`src/arf_pkg.sv`:
```
// Purpose: constants and types of the converter result-format register block
// Assumes: Avalon-MM slave, 32-bit data, byte addresses, one register per word
// Notes:   8-bit registers sit in the low bits of each word; upper bits read zero
// Function
// - left justified: result bits 9..2 fill the high result byte
// - left justified: result bits 1..0 go to low byte bits 7..6
// - right justified: result bits 9..8 go to high byte bits 1..0
// - right justified: result bits 7..0 fill the low result byte
// - both result bytes are software read/write, undefined until first conversion
// - each conversion yields a ten-bit unsigned code, 1024 possible values
// - unimplemented control register bits read back as zero
// - justify select one means right justified, zero means left justified
// - setting go/busy starts a conversion; hardware clears it when done
// - with converter off, triggers are ignored and nothing starts
// - internal oscillator clock delays conversion start by one instruction cycle
package arf_pkg;
   // ****************************************************************
   // register map (byte addresses)
   // ****************************************************************
   localparam logic [4:0] ARF_OFS_CTRL0   = 5'h00;
   localparam logic [4:0] ARF_OFS_CTRL1   = 5'h04;
   localparam logic [4:0] ARF_OFS_CTRL2   = 5'h08;
   localparam logic [4:0] ARF_OFS_RES_HI  = 5'h0C;
   localparam logic [4:0] ARF_OFS_RES_LO  = 5'h10;
   localparam logic [4:0] ARF_OFS_IRQ_ST  = 5'h14;
   localparam logic [4:0] ARF_OFS_IRQ_MSK = 5'h18;

   // ****************************************************************
   // field positions and writable masks
   // ****************************************************************
   localparam int         ARF_BIT_ON      = 0;
   localparam int         ARF_BIT_GO      = 1;
   localparam int         ARF_BIT_JUSTIFY = 7;
   localparam logic [7:0] ARF_MASK_CTRL0  = 8'h7F;
   localparam logic [7:0] ARF_MASK_CTRL1  = 8'h8F;
   localparam logic [7:0] ARF_MASK_CTRL2  = 8'hBF;
   localparam logic [2:0] ARF_CLK_INT_A   = 3'h3;
   localparam logic [2:0] ARF_CLK_INT_B   = 3'h7;

   // ****************************************************************
   // reset values and timing
   // ****************************************************************
   localparam logic [7:0] ARF_RST_CTRL    = 8'h00;
   localparam logic [7:0] ARF_RST_RESULT  = 8'h00;
   localparam int         ARF_CLK_MHZ     = 50;
   localparam int         ARF_INSTR_NS    = 80;
   localparam int         ARF_INSTR_CYC   = (ARF_INSTR_NS * ARF_CLK_MHZ + 999) / 1000;
   localparam int         ARF_CONV_CYC    = 24;

   typedef enum logic [1:0] {
      ARF_IDLE  = 2'b00,
      ARF_DELAY = 2'b01,
      ARF_CONV  = 2'b11,
      ARF_DONE  = 2'b10
   } arf_state_type;

   typedef struct packed {
      logic [4:0]  address;
      logic        read;
      logic        write;
      logic [31:0] writedata;
      logic [3:0]  byteenable;
   } arf_bus_req_type;

   typedef struct packed {
      logic [31:0] readdata;
      logic        waitrequest;
   } arf_bus_rsp_type;
endpackage

```
`src/arf_top.sv`:
```
// Purpose: control, status and result-format registers of a 10-bit converter
// Assumes: sample code and trigger come from an external analog front end
// Notes:   one answer per access: waitrequest low one cycle after request rises
//
// Added by the designer: the register offsets and register access over Avalon-MM.
module arf_top #(
   parameter int CONV_CYC = arf_pkg::ARF_CONV_CYC
) (
   // clock and reset
   input  wire logic                     clk_sys,
   input  wire logic                     srst,
   // register bus
   input  wire arf_pkg::arf_bus_req_type bus_req,
   output      arf_pkg::arf_bus_rsp_type bus_rsp,
   // analog front end
   input  wire logic [9:0]               sample_code,
   input  wire logic                     special_trigger,
   output      logic                     conversion_active,
   // interrupt
   output      logic                     irq
);
   import arf_pkg::*;

   // ****************************************************************
   // state
   // ****************************************************************
   typedef struct packed {
      logic [7:0]    ctrl0;
      logic [7:0]    ctrl1;
      logic [7:0]    ctrl2;
      logic [7:0]    res_hi;
      logic [7:0]    res_lo;
      logic          irq_st;
      logic          irq_msk;
      arf_state_type fsm;
      logic [15:0]   cnt;
      logic [1:0]    trig_sync;
      logic          trig_prev;
      logic [31:0]   rdata;
      logic          ack;
      // waitrequest kept in its own flop so the pin comes straight from a register
      logic          wreq;
      logic [1:0][9:0] code_sync;
      logic          irq_out;
      logic          active;
   } arf_regs_type;

   arf_regs_type s_q;
   arf_regs_type s_d;
   logic         trig_rise;
   logic         go_req;
   logic         done;

   function automatic logic [7:0] wr_merge(input logic [7:0] old, input logic [7:0] mask);
      wr_merge = bus_req.byteenable[0] ? (bus_req.writedata[7:0] & mask) : old;
   endfunction

   function automatic logic is_access(input logic [4:0] ofs);
      is_access = bus_req.address == ofs;
   endfunction

   // ****************************************************************
   // next state
   // ****************************************************************
   always_comb begin
      s_d = s_q;
      // the synchroniser's first stage feeds only the second
      s_d.trig_sync = {s_q.trig_sync[0], special_trigger};
      s_d.trig_prev = s_q.trig_sync[1];
      // code comes from the analog side; it is stable long before completion
      s_d.code_sync = {s_q.code_sync[0], sample_code};
      trig_rise     = s_q.trig_sync[1] & ~s_q.trig_prev;
      go_req        = 1'b0;
      done          = 1'b0;
      s_d.ack       = 1'b0;

      // bus: answer one cycle after request; ack drops the request-taken edge
      if ((bus_req.read | bus_req.write) & ~s_q.ack) begin
         s_d.ack   = 1'b1;
         s_d.rdata = 32'h0000_0000;
         if (bus_req.write) begin
            case (bus_req.address)
               ARF_OFS_CTRL0: begin
                  s_d.ctrl0 = wr_merge(s_q.ctrl0, ARF_MASK_CTRL0);
                  // go cannot be cleared by software while busy
                  s_d.ctrl0[ARF_BIT_GO] = s_q.ctrl0[ARF_BIT_GO];
                  go_req = bus_req.byteenable[0] & bus_req.writedata[ARF_BIT_GO];
               end
               ARF_OFS_CTRL1: s_d.ctrl1 = wr_merge(s_q.ctrl1, ARF_MASK_CTRL1);
               ARF_OFS_CTRL2: s_d.ctrl2 = wr_merge(s_q.ctrl2, ARF_MASK_CTRL2);
               ARF_OFS_RES_HI: s_d.res_hi = wr_merge(s_q.res_hi, 8'hFF);
               ARF_OFS_RES_LO: s_d.res_lo = wr_merge(s_q.res_lo, 8'hFF);
               ARF_OFS_IRQ_ST: begin
                  if (bus_req.byteenable[0] & bus_req.writedata[0]) begin
                     s_d.irq_st = 1'b0;
                  end
               end
               ARF_OFS_IRQ_MSK: begin
                  if (bus_req.byteenable[0]) begin
                     s_d.irq_msk = bus_req.writedata[0];
                  end
               end
               default: ;
            endcase
         end else begin
            case (bus_req.address)
               ARF_OFS_CTRL0:   s_d.rdata = {24'h000000, s_q.ctrl0};
               ARF_OFS_CTRL1:   s_d.rdata = {24'h000000, s_q.ctrl1};
               ARF_OFS_CTRL2:   s_d.rdata = {24'h000000, s_q.ctrl2};
               ARF_OFS_RES_HI:  s_d.rdata = {24'h000000, s_q.res_hi};
               ARF_OFS_RES_LO:  s_d.rdata = {24'h000000, s_q.res_lo};
               ARF_OFS_IRQ_ST:  s_d.rdata = {31'h00000000, s_q.irq_st};
               ARF_OFS_IRQ_MSK: s_d.rdata = {31'h00000000, s_q.irq_msk};
               default:         s_d.rdata = 32'h0000_0000;
            endcase
         end
      end

      // converter off: triggers and go requests are disregarded
      if (!s_d.ctrl0[ARF_BIT_ON]) begin
         go_req = 1'b0;
      end else if (trig_rise) begin
         go_req = 1'b1;
      end

      // ****************************************************************
      // conversion sequencer
      // ****************************************************************
      case (s_q.fsm)
         ARF_IDLE: begin
            if (go_req) begin
               s_d.ctrl0[ARF_BIT_GO] = 1'b1;
               s_d.cnt = 16'h0000;
               if (s_d.ctrl2[2:0] == ARF_CLK_INT_A || s_d.ctrl2[2:0] == ARF_CLK_INT_B) begin
                  s_d.fsm = ARF_DELAY;
               end else begin
                  s_d.fsm = ARF_CONV;
               end
            end
         end
         ARF_DELAY: begin
            s_d.cnt = s_q.cnt + 16'h0001;
            if (s_q.cnt == 16'(ARF_INSTR_CYC - 1)) begin
               s_d.cnt = 16'h0000;
               s_d.fsm = ARF_CONV;
            end
         end
         ARF_CONV: begin
            s_d.cnt = s_q.cnt + 16'h0001;
            if (!s_q.ctrl0[ARF_BIT_ON]) begin
               // turning the converter off aborts without a result
               s_d.ctrl0[ARF_BIT_GO] = 1'b0;
               s_d.fsm = ARF_IDLE;
            end else if (s_q.cnt == 16'(CONV_CYC - 1)) begin
               done = 1'b1;
               s_d.fsm = ARF_DONE;
               // the synchronised code is a ten-bit unsigned value from the front end
               if (s_q.ctrl2[ARF_BIT_JUSTIFY]) begin
                  s_d.res_hi = {6'h00, s_q.code_sync[1][9:8]};
                  s_d.res_lo = s_q.code_sync[1][7:0];
               end else begin
                  s_d.res_hi = s_q.code_sync[1][9:2];
                  s_d.res_lo = {s_q.code_sync[1][1:0], 6'h00};
               end
            end
         end
         ARF_DONE: begin
            // results landed last cycle, go clears only now
            s_d.ctrl0[ARF_BIT_GO] = 1'b0;
            s_d.fsm = ARF_IDLE;
         end
         default: s_d.fsm = ARF_IDLE;
      endcase

      // set wins over a same-cycle clear
      if (done) begin
         s_d.irq_st = 1'b1;
      end

      s_d.irq_out = s_d.irq_st & s_d.irq_msk;
      s_d.wreq    = ~s_d.ack;
      s_d.active  = s_d.fsm != ARF_IDLE;

      if (srst) begin
         s_d           = '0;
         s_d.ctrl0     = ARF_RST_CTRL;
         s_d.ctrl1     = ARF_RST_CTRL;
         s_d.ctrl2     = ARF_RST_CTRL;
         s_d.res_hi    = s_q.res_hi; // undefined after reset: left as is
         s_d.res_lo    = s_q.res_lo;
         s_d.fsm       = ARF_IDLE;
         s_d.wreq      = 1'b1;
      end
   end

   always_ff @(posedge clk_sys) begin
      s_q <= s_d;
   end

   // ****************************************************************
   // outputs
   // ****************************************************************
   assign bus_rsp.readdata    = s_q.rdata;
   assign bus_rsp.waitrequest = s_q.wreq;
   assign conversion_active   = s_q.active;
   assign irq                 = s_q.irq_out;
endmodule

```
`config.mk`:
```
export PLATFORM = sky130hd
export DESIGN_NAME = arf_top
export DESIGN_NICKNAME = d
export VERILOG_FILES = /design/src/arf_pkg.sv /design/src/arf_top.sv
export SDC_FILE = /design/constraint.sdc
export NUM_CORES = 1
export LEC_CHECK = 0
export BUFFER_PORTS_ARGS = -buffer_cell sky130_fd_sc_hd__buf_2
export CAP_MARGIN = 0
export CORE_MARGIN = 4
export CORE_UTILIZATION = 25
export CTS_BUF_LIST = sky130_fd_sc_hd__clkbuf_4
export DETAILED_ROUTE_END_ITERATION = 10
export PLACE_DENSITY = 0.55
export SYNTH_ARGS = -nofsm -noshare
export SYNTH_HDL_FRONTEND = slang
export SYNTH_SLANG_ARGS = --single-unit
```
`constraint.sdc`:
```
create_clock -name clk_sys -period 2.55 [get_ports clk_sys]
set_clock_uncertainty 0.2 [all_clocks]
set_input_delay 0.255 -clock clk_sys [delete_from_list [all_inputs] [get_ports clk_sys]]
set_output_delay 0.255 -clock clk_sys [all_outputs]
set_load 0.05 [all_outputs]
```
## Word level (Yosys, flattened, before mapping)

Index checks and enable logic that the tools add are counted.

| storage, ports and cells | value |
|---|---|
| output and inout port bits | 35 |
| word-level logic and storage cells | 95 |
| register bits after elaboration | 114 |

| operators by class | value |
|---|---|
| bitwise operators | 9 |
| multiplexer cells | 42 |
| add/sub/neg operators | 1 |
| reduce and logical (&&, ||, !) cells | 9 |
| equal/unequal tests | 14 |

Operators by type and width:

| operator | count |
|---|---|
| two-way mux 8 bit | 9 |
| two-way mux 35 bit | 2 |
| two-way mux 16 bit | 4 |
| case mux 8 bit (7 select lines) | 1 |
| case mux 16 bit (3 select lines) | 1 |
| two-way mux 18 bit | 2 |
| two-way mux 1 bit | 18 |
| adder 16 x 1 -> 16 bit (second input constant) | 1 |
| equality test 16 x 2 -> 1 bit (second input constant) | 1 |
| equality test 16 x 5 -> 1 bit (second input constant) | 1 |
| equality test 5 bit (second input constant) | 3 |
| AND reduction 4 bit | 3 |
| equality test 5 x 4 -> 1 bit (second input constant) | 2 |
| case mux 2 bit (4 select lines) | 1 |
| two-way mux 2 bit | 3 |
| bitwise AND 1 bit | 5 |
| equality test 5 x 3 -> 1 bit (second input constant) | 1 |
| zero test 5 bit | 1 |
| equality test 2 bit (second input constant) | 2 |
| equality test 3 x 2 -> 1 bit (second input constant) | 1 |
| equality test 3 bit (second input constant) | 1 |
| NOT 1 bit | 3 |
| case mux 1 bit (3 select lines) | 1 |
| nonzero test 3 bit | 1 |
| other kinds (7) | 7 |

## Longest topological paths before layout

Gate-level depths: netlist (run 1).

| logic depth | value |
|---|---|
| depth after elaboration | 11 |
| mapped depth | 8 |
| mapped depth without buffers | 6 |

## Worst setup path before layout (run 1)

Ideal clock, no wire load.

| timing | value |
|---|---|
| kind | input -> register |
| from | in bus_req[42] in the netlist's numbering |
| to | reg s_q[68] in the netlist's numbering |
| slack | 0.123 ns |
| stages on the path | 6 |
| arrival | 2.156 ns |
| cell sequence | buf_2 or4bb_1 a2111o_1 a311oi_2 or4b_1 a21oi_1 |

| on the way | value |
|---|---|
| cells in the longest elaborated chain, start to end | 8 |
| elaborated cells on any way between the ends | 11 |

Ends and longest elaborated chain:

| item | line | RTL |
|---|---|---|
| start, declared | arf_top.sv:13 | `input wire arf_pkg::arf_bus_req_type bus_req,` |
| zero test 5 bit (*) | arf_top.sv:82 | `case (bus_req.address)` |
| two-way mux 1 bit | arf_top.sv:82 |  |
| two-way mux 1 bit | arf_top.sv:81 | `if (bus_req.write) begin` |
| two-way mux 1 bit | arf_top.sv:78 | `if ((bus_req.read \| bus_req.write) & ~s_q.ack) begin` |
| two-way mux 1 bit | arf_top.sv:122 | `end else if (trig_rise) begin` |
| two-way mux 1 bit (*) | arf_top.sv:120 | `if (!s_d.ctrl0[ARF_BIT_ON]) begin` |
| inequality test 2 bit (no line) (*) | - |  |
| AND reduction 2 bit (no line) (*) | - |  |
| end signal, assigned | arf_top.sv:197 | `s_q <= s_d;` |
| end, declared | arf_top.sv:48 | `arf_regs_type s_q;` |

Mark *: on every way between the ends. The rest lies on a longest branch, timed or not.
A chain may end at the register's enable or synchronous reset.

## Worst setup path in the final report (run 1)

| timing | value |
|---|---|
| from | reg s_q[23] in the netlist's numbering |
| to | reg s_q[68] in the netlist's numbering |

| on the way | value |
|---|---|
| cells in the longest elaborated chain, start to end | 7 |
| elaborated cells on any way between the ends | 8 |

Ends and longest elaborated chain:

| item | line |
|---|---|
| NOT 1 bit (*) | arf_top.sv:78 |
| bitwise AND 1 bit (*) | arf_top.sv:78 |
| two-way mux 1 bit | arf_top.sv:78 |
| two-way mux 1 bit | arf_top.sv:122 |
| two-way mux 1 bit (*) | arf_top.sv:120 |
| inequality test 2 bit (no line) (*) | - |
| AND reduction 2 bit (no line) (*) | - |

Marked as above.

==> out/qor.csv, run 1 <==
metric,value,unit
status,"finished, final reports clean",
Int Power,0.00201,W
classification of the worst setup path,flip-flop to flip-flop,
#FFs+latches synth,90,
clock network fraction of design power,34.2,%
Lkg Pwr,1.92,nW
Crit Path Max Fanout,4,
Diodes inserted,0,
CP Capture Type,flip-flop,
Remaining DRCs,0,
period utilization,95.7,%
Setup Buffers After CTS,0,
Main synth FF type,dfxtp_1,
CTS Buf Count,9,
Sink Count,90,
Post-DRT Antenna Nets,0,
via total after detailed routing,3412,
CTS tree,done,
share of layout cells above drive strength 1,17.6,%
hold path depth,5,
async set-or-reset flop fraction in the synthesized netlist,0,%
GRT Util Overall,11.0,%
row count,47,
CTS H-tree depth,3,
Synth-to-Final Area Change,18.8,%
Die Footprint,19400,um2
clock latency on the worst-skew pair,0.46,ns
Initial DRC Count,269,
post-DP HPWL,7490,um
largest net degree at the start of global routing,58,
cell count after synthesis,451,
"Clk pin slew, worst setup/hold paths",0.15,ns
Hold Crit Class,input pin to flip-flop,
most common cell in the netlist,dfxtp_1,
fin. max-slew vios,0,
fin worst setup slack,0.110,ns
worst reg2reg path depth,5,
final hold violations,0,
CP arrival,2.64,ns
Core Box Area,16700,um2
share of power burned in registers,55.6,%
gpl congestion,0.859,
Final Setup Violations,0,
minimum clock period,2.44,ns
vias per cell,4.62,
number of I/O pins,91,
FMAX,0.410,GHz
cell taking the most area after synthesis,dfxtp_1,
Die H,139,um
Comb power frac,10.1,%
Pre-Repair DR Iteration Count,4,
Max VDD drop,0.340,mV
Max Buffers Root-to-Sink,2,
WL per Instance,14.0,um
Synth Cell Area,4300,um2
Slew headroom,59.4,%
Synth area leaders,"dfxtp_1 34%, edfxtp_1 11%, mux2i_1 9.3%",
"Seq/Total Area, Yosys",45.6,%
Worst Path Required,2.75,ns
sw frac,25.5,%
CTS Root Cell,clkbuf_4,
top post-synthesis cells by count,"74 x dfxtp_1, 40 x mux2i_1, 35 x nor2_1",
DRT Wirelength,10400,um
Critical Path Start Type,flip-flop,
crit path to,s_q[68]$_SDFFE_PP0P_,
Synthesis Warnings,0,
syn_area_per_cell,9.54,um2
vias in the first global route,3288,
r2r setup slk,0.11,ns
initial antenna violation count,0,
RR Startpoint,s_q[23]$_SDFF_PP0_,
worst r2r dst,s_q[68]$_SDFFE_PP0P_,
Setup crit start,s_q[23]$_SDFF_PP0_,
Unique masters post-synth,60,
die span in x,139,um
Post-synth EDFFs,16,
Switch Pwr,0.000687,W
net count reported at finish,570,
I/O Buffers,39,
first-pass GRT wire length,17400,um
"worst slack, placed",-0.0627,ns
RSZ-0062 raised after global routing,false,
Slew @ Worst Pin,0.608,ns
post-synth top area share,34.4,%
Setup TNS,0,ns
Initial Utilization,25.8,%
number of max-cap violations,0,
GR Overflow Total,0,
pwr/cell area,528,nW/um2
repair_timing:
action | CTS | global route
endpoints found under the hold margin | 32 | 0
setup endpoints to repair | 0 | 7
hold buffers | 19 | 0
gates resized for setup | 0 | 3
final cells by class:
type | count | area [um2]
clock buffers | 12 | 90.1
multi-input cells | 317 | 2050
inverters | 10 | 37.5
clock inverters | 4 | 77.6
well taps | 220 | 275
repair buffers | 85 | 613
flip-flops and latches | 90 | 1960
fillers | 1763 | 11600
state kept, by name, summed over array words and instances (netlist names), named ones only:
signal and count:
irq 1, bus_rsp 9, conversion_active 1, s_q 78
critical path, cell delays in order (launching register included):
cell and delay (ns):
dfxtp_1 0.35, or4bb_1 0.54, a2111o_1 0.37, a311oi_2 0.32
or4b_1 0.47, a21oi_1 0.14
metal layers:
layer	wire [um]	vias up	track usage (%)
met3	567	8	3.03
met2	4720	88	17.3
met1	4960	1623	15.1
met4	114	0	2.78
li1	-	1693	-
met5	0	-	0
power groups by stage:
stage	Clock (W)	Sequential [W]	Combinational [W]
global route	0.00101	0.00151	0.000294
global placement	0	0.00153	0.000246
floorplan	0	0.00153	0.000201
CTS	0.000963	0.00150	0.000272
detailed placement	0	0.00153	0.000249
finish	0.000923	0.00150	0.000273
metrics by stage:
stage	utilization [%]	instance area [um2]	hold WS [ns]	instances	total power, W
finish	30.6	5110	0.0656	738	0.00270
detailed placement	28.4	4750	0.223	703	0.00178
global route	30.6	5110	0.0443	738	0.00281
floorplan	-	4390	0.183	474	0.00173
global placement	28.4	4750	0.221	703	0.00178
CTS	30.6	5100	0.0311	738	0.00274
how the worst min path moves through the flow:
stage	endpoint	start	slack [ns]
4_1_cts	bus_rsp[4]$_SDFFE_PP0N_	bus_req[37]	0.03
3_5_place_dp	s_q[18]$_SDFF_PP0_	s_q[8]$_SDFF_PP0_	0.22
5_1_grt	bus_rsp[4]$_SDFFE_PP0N_	bus_req[37]	0.04
6_report	bus_rsp[4]$_SDFFE_PP0N_	bus_req[37]	0.07
3_3_place_gp	s_q[16]$_SDFF_PP0_	s_q[6]$_SDFF_PP0_	0.22
2_1_floorplan	s_q[10]$_SDFF_PP0_	sample_code[8]	0.18
cells in the final DEF (no fill, tap or decap), types with 3 or more instances in the layout:
master / netlist / final
and4_1: 4 / 4
o21ai_0: 17 / 17
nor2b_1: 26 / 26
nand2_1: 20 / 20
nor2_1: 35 / 35
nand2b_1: 5 / 5
buf_4: 33 / 25
edfxtp_1: 16 / 16
nand3b_1: 7 / 7
nand4_1: 5 / 5
a22oi_1: 8 / 8
conb_1: 1 / 24
a311oi_1: 3 / 3
nor3_1: 3 / 3
mux2_2: 3 / 3
nor4_1: 3 / 3
o2bb2ai_1: 6 / 6
o31ai_1: 6 / 6
or4_1: 5 / 5
clkbuf_4: 0 / 12
dlygate4sd3_1: 0 / 19
xnor2_1: 6 / 6
buf_2: 2 / 39
dfxtp_1: 74 / 74
and3_1: 8 / 7
nand3_1: 21 / 21
mux2i_1: 40 / 40
a21oi_1: 27 / 27
inv_1: 9 / 9
cell families after synthesis:
kind of cell	synth area share (%)
AOI/OAI and AO/OA	13.0
xor gates and xnor gates	1.22
adders and majority gates	0.291
buffers and inverters	8.78
DFF	45.6
muxes	10.6
other	0.0872
and+or+nand+nor	20.4
No activity file was read; power rests on OpenSTA's default activity.
==> inputs of run 2 (changes only) <==
==> constraint.sdc (replaced) <==
create_clock -name clk_sys -period 2.55 [get_ports clk_sys]
set_clock_uncertainty 0.2 [all_clocks]
set_input_delay 0.1275 -clock clk_sys [delete_from_list [all_inputs] [get_ports clk_sys]]
set_output_delay 0.1275 -clock clk_sys [all_outputs]
set_load 0.05 [all_outputs]
==> out/qor.csv, run 2 (same netlist as run 1, synthesis figures left out) <==
metric,value,unit
status,"finished, final reports clean",
share of power burned in registers,58.1,%
Top reg by flops,s_q,
cell area after layout,5160,um2
Die H,139,um
CTS H-tree depth,3,
Int Power,0.00189,W
Diodes inserted,0,
classification of the worst setup path,flip-flop to flip-flop,
fin worst setup slack,0.0548,ns
initial antenna violation count,0,
Crit Path Max Fanout,3,
CP Capture Type,flip-flop,
number of I/O pins,91,
Post-DRT Antenna Nets,0,
Max Buffers Root-to-Sink,2,
number of max-cap violations,0,
DRT Wirelength,10500,um
Hold Crit Class,input pin to flip-flop,
"Clk pin slew, worst setup/hold paths",0.14,ns
FMAX,0.401,GHz
post-DP HPWL,7560,um
vias in the first global route,3294,
row count,47,
Remaining DRCs,0,
CP Cell Sequence,or4bb_1 > a2111o_1 > a311oi_2 > or4b_4 > a21oi_2,
Synth-to-Final Area Change,19.9,%
Slew headroom,45.6,%
Die Footprint,19400,um2
share of layout cells above drive strength 1,19.1,%
"CP delay by family, top",simple AND/OR/NAND/NOR gates,
clock network fraction of design power,31.2,%
largest net degree at the start of global routing,58,
"most common cell after layout, fill and taps aside",dfxtp_1,
RSZ-0062 raised after global routing,true,
vias per cell,4.63,
CP arrival,2.70,ns
gpl congestion,0.848,
Placed Area,4760,um2
critical path's slowest cell,or4b_4,
Worst Path Required,2.75,ns
Setup Buffers After CTS,0,
WL per Instance,14.1,um
max reg flops,78,
Pre-Repair DR Iteration Count,5,
fin. max-slew vios,0,
net count reported at finish,575,
Worst Path Buf+Inv,0,
CTS Root Cell,clkbuf_4,
pwr/cell area,500,nW/um2
I/O Buffers,39,
Final Setup Violations,0,
Switch Pwr,0.000687,W
die span in x,139,um
first-pass GRT wire length,17100,um
Initial DRC Count,261,
CP peak stage delay,0.51,ns
Core Box Area,16700,um2
Initial Utilization,25.8,%
CTS Buf Count,9,
period utilization,97.9,%
Critical Path Start Type,flip-flop,
via total after detailed routing,3440,
clock latency on the worst-skew pair,0.46,ns
Max VDD drop,0.318,mV
Slew @ Worst Pin,0.814,ns
Lkg Pwr,1.92,nW
minimum clock period,2.50,ns
Comb power frac,10.7,%
GR Overflow Total,0,
Sink Count,90,
final hold violations,0,
most frequent cells in the layout,"73 x dfxtp_1, 40 x mux2i_1, 39 x buf_2",
GRT Util Overall,11.0,%
sw frac,26.6,%
fill cell count,1776,
CTS tree,done,
"worst slack, placed",0.0226,ns
run 2: changes by cell type in the layout (fill, tap and decap cells not counted), sizes merged:
cell,delta
clkinv,+1
buf,+2
bufinv,-1
inv,-1
clkinvlp,+2
clkbuf,-1
dlygate4sd3,+3
run 2: metrics by stage:
step	setup TNS (ns)	hold WS (ns)	util (%)	std cells	power, W
floorplan	0	0.0557	-	474	0.00173
global placement	0	0.136	28.5	705	0.00178
detailed placement	0	0.140	28.5	705	0.00178
CTS	0	0.00155	30.7	743	0.00262
global route	-0.0391	0.0274	30.9	743	0.00270
finish	0	0.0284	30.9	743	0.00258
run 2: area by class of cell:
type,count,area (um2),share of cell area (%)
inverters,10,37.5,0.728
multi-input cells,317,2080,40.3
well taps,220,275,5.34
repair buffers,90,662,12.8
clock buffers,11,82.6,1.60
flip-flops and latches,90,1960,38.1
clock inverters,5,57.6,1.12
run 2: worst register-to-register path: stages, from the launching register on:
cell      delay (ns)
dfxtp_2         0.34
or4bb_1         0.50
a2111o_1        0.43
a311oi_2        0.35
or4b_4          0.51
a21oi_2         0.12
run 2: timing repair:
| item | in CTS | in global routing |
|---|---|---|
| hold buffers | 22 | 0 |
| endpoints found under the hold margin | 54 | 0 |
| endpoints found under the setup margin | 0 | 4 |
| resized for setup | 0 | 10 |
run 2: routing by layer:
metal,wire length [um],part of all wire (%),global-route usage (%)
met1,4890,47,14.3
met4,170,1.6,3.60
met5,0,0,0
met2,4860,46,17.4
met3,553,5.3,3.21
run 2: worst paths after layout:
check                           slack [ns]              endpoint  cells past startpoint                from
worst max-delay path                  0.05  s_q[68]$_SDFFE_PP0P_                      5  s_q[23]$_SDFF_PP0_
worst min-delay path                  0.03     s_q[84]$_DFFE_PN_                      2                srst
worst min register to register        0.24    s_q[19]$_SDFF_PP0_                      1   s_q[9]$_SDFF_PP0_
worst max register to register        0.05  s_q[68]$_SDFFE_PP0P_                      5  s_q[23]$_SDFF_PP0_
run 2: power groups by stage:
stage	combinational [W]	sequential, W	clock [W]
floorplan	0.000201	0.00153	0
global placement	0.000246	0.00153	0
detailed placement	0.000250	0.00153	0
CTS	0.000276	0.00150	0.000842
global route	0.000298	0.00151	0.000900
finish	0.000277	0.00150	0.000804
==> inputs of run 3 (changes only) <==
--- a/config.mk
+++ b/config.mk
@@ -8,10 +8,11 @@
 export BUFFER_PORTS_ARGS = -buffer_cell sky130_fd_sc_hd__buf_2
 export CAP_MARGIN = 0
 export CORE_MARGIN = 4
-export CORE_UTILIZATION = 25
+export CORE_UTILIZATION = 51
 export CTS_BUF_LIST = sky130_fd_sc_hd__clkbuf_4
 export DETAILED_ROUTE_END_ITERATION = 10
-export PLACE_DENSITY = 0.55
+export HOLD_SLACK_MARGIN = 0.02
+export PLACE_DENSITY = 0.89
 export SYNTH_ARGS = -nofsm -noshare
 export SYNTH_HDL_FRONTEND = slang
 export SYNTH_SLANG_ARGS = --single-unit
==> out/qor.csv, run 3 (same netlist as run 1, synthesis figures left out) <==
metric,value,unit
Pre-Repair DR Iteration Count,6,
RSZ-0062 raised after global routing,false,
Max VDD drop,0.302,mV
Die H,99.8,um
net count reported at finish,573,
DRT Wirelength,9930,um
share of layout cells above drive strength 1,17.5,%
fin worst setup slack,0.0689,ns
worst reg2reg path depth,6,
critical path's slowest cell,or4bb_1,
most frequent cells in the layout,"73 x dfxtp_1, 40 x mux2i_1, 39 x buf_2",
Worst Path Required,2.76,ns
Initial DRC Count,369,
Sink Count,90,
Setup TNS,0,ns
Lkg Pwr,1.91,nW
post-DP HPWL,6760,um
vias in the first global route,3471,
FMAX,0.403,GHz
GRT Util Overall,20.5,%
Final Setup Violations,0,
CTS tree,done,
"most common cell after layout, fill and taps aside",dfxtp_1,
CTS H-tree depth,3,
number of max-cap violations,0,
cell area after layout,4950,um2
r2r setup slk,0.07,ns
Remaining DRCs,0,
CP Depth,6,
Post-DRT Antenna Nets,0,
fin. max-slew vios,0,
I/O Buffers,39,
GR Overflow Total,0,
crit path to,s_q[65]$_SDFFE_PP0P_,
worst r2r dst,s_q[65]$_SDFFE_PP0P_,
die span in x,99.8,um
minimum clock period,2.48,ns
Initial Utilization,52.4,%
"CP delay by family, top",simple AND/OR/NAND/NOR gates,
Placed Area,4570,um2
CTS Buf Count,9,
total design power,0.00257,W
Top reg by flops,s_q,
RR Startpoint,s_q[23]$_SDFF_PP0_,
Crit Path Max Fanout,9,
Hold Crit Class,input pin to flip-flop,
vias per cell,5.69,
number of I/O pins,91,
WL per Instance,15.9,um
Diodes inserted,0,
Synth-to-Final Area Change,15.1,%
period utilization,97.3,%
max reg flops,78,
"Clk pin slew, worst setup/hold paths",0.17,ns
Core Box Area,8220,um2
initial antenna violation count,0,
via total after detailed routing,3562,
classification of the worst setup path,flip-flop to flip-flop,
pwr/cell area,518,nW/um2
CTS Root Cell,clkbuf_4,
clock latency on the worst-skew pair,0.46,ns
Max Buffers Root-to-Sink,2,
CP Cell Sequence,or4bb_1 > a2111o_1 > and3_4 > buf_4 > or4_1 > a21oi_1,
final hold violations,0,
CP peak stage delay,0.51,ns
CP Capture Type,flip-flop,
Slew headroom,56.1,%
status,"finished, final reports clean",
Critical Path Start Type,flip-flop,
CP arrival,2.69,ns
first-pass GRT wire length,16500,um
Setup crit start,s_q[23]$_SDFF_PP0_,
Finished Core Util,60.3,%
"worst slack, placed",0.0353,ns
fill cell count,661,
gpl congestion,0.921,
Slew @ Worst Pin,0.658,ns
largest net degree at the start of global routing,58,
Worst Path Buf+Inv,1,
row count,33,
Die Footprint,9970,um2
[run 3: final cells by class]
cell class	instances	area, um2	area share, %
Tap cell	105	131	2.65
Clock inverter	7	66.3	1.34
Sequential cell	90	1960	39.6
Clock buffer	9	67.6	1.36
Inverter	10	37.5	0.758
Multi-Input combinational cell	317	2050	41.5
Timing Repair Buffer	88	633	12.8
[run 3: worst min path at each step]
stage	endpoint	cells after the start	slack, ns	from
floorplan	s_q[10]$_SDFF_PP0_	1	0.06	sample_code[8]
CTS	bus_rsp[7]$_SDFFE_PP0N_	5	0.03	bus_req[40]
global route	s_q[115]$_SDFFE_PP0P_	5	0.07	bus_req[0]
detailed placement	s_q[7]$_SDFF_PP0_	2	0.14	sample_code[5]
finish	bus_rsp[7]$_SDFFE_PP0N_	5	0.04	bus_req[40]
global placement	s_q[4]$_SDFF_PP0_	2	0.14	sample_code[2]
[run 3: worst register-to-register path, delay by kind of cell, from the launching register on]
kind,cells,cell delay [ns]
compound gates,2,0.53
simple gates,3,1.17
buf+inv,1,0.16
flops,1,0.35
[run 3: report_power, final]
group	total (W)	internal, W	switching, W
Clock	0.000788	0.000230	0.000558
Sequential	0.00150	0.00148	0.0000172
Combinational	0.000277	0.0000939	0.000183
[run 3: what timing repair did]
action,4_1_cts,5_1_grt
endpoints found under the setup margin,1,6
hold buffers,23,0
setup buffers,1,0
pin swaps,3,2
hold endpoints to repair,58,0
resized for setup,2,0
[run 3: layer usage]
metal | part of all wire, % | global-route usage [%] | vias to the layer above
met1 | 42 | 26.1 | 1651
li1 | - | - | 1697
met2 | 48 | 35.0 | 185
met3 | 8.1 | 4.03 | 29
met5 | 0 | 0 | -
met4 | 2.1 | 6.72 | 0
[run 3: through the flow]
stage	std cells	hold slack [ns]
2_1_floorplan	474	0.0557
3_3_place_gp	586	0.137
3_5_place_dp	586	0.140
4_1_cts	626	0.0293
5_1_grt	626	0.0740
6_report	626	0.0420
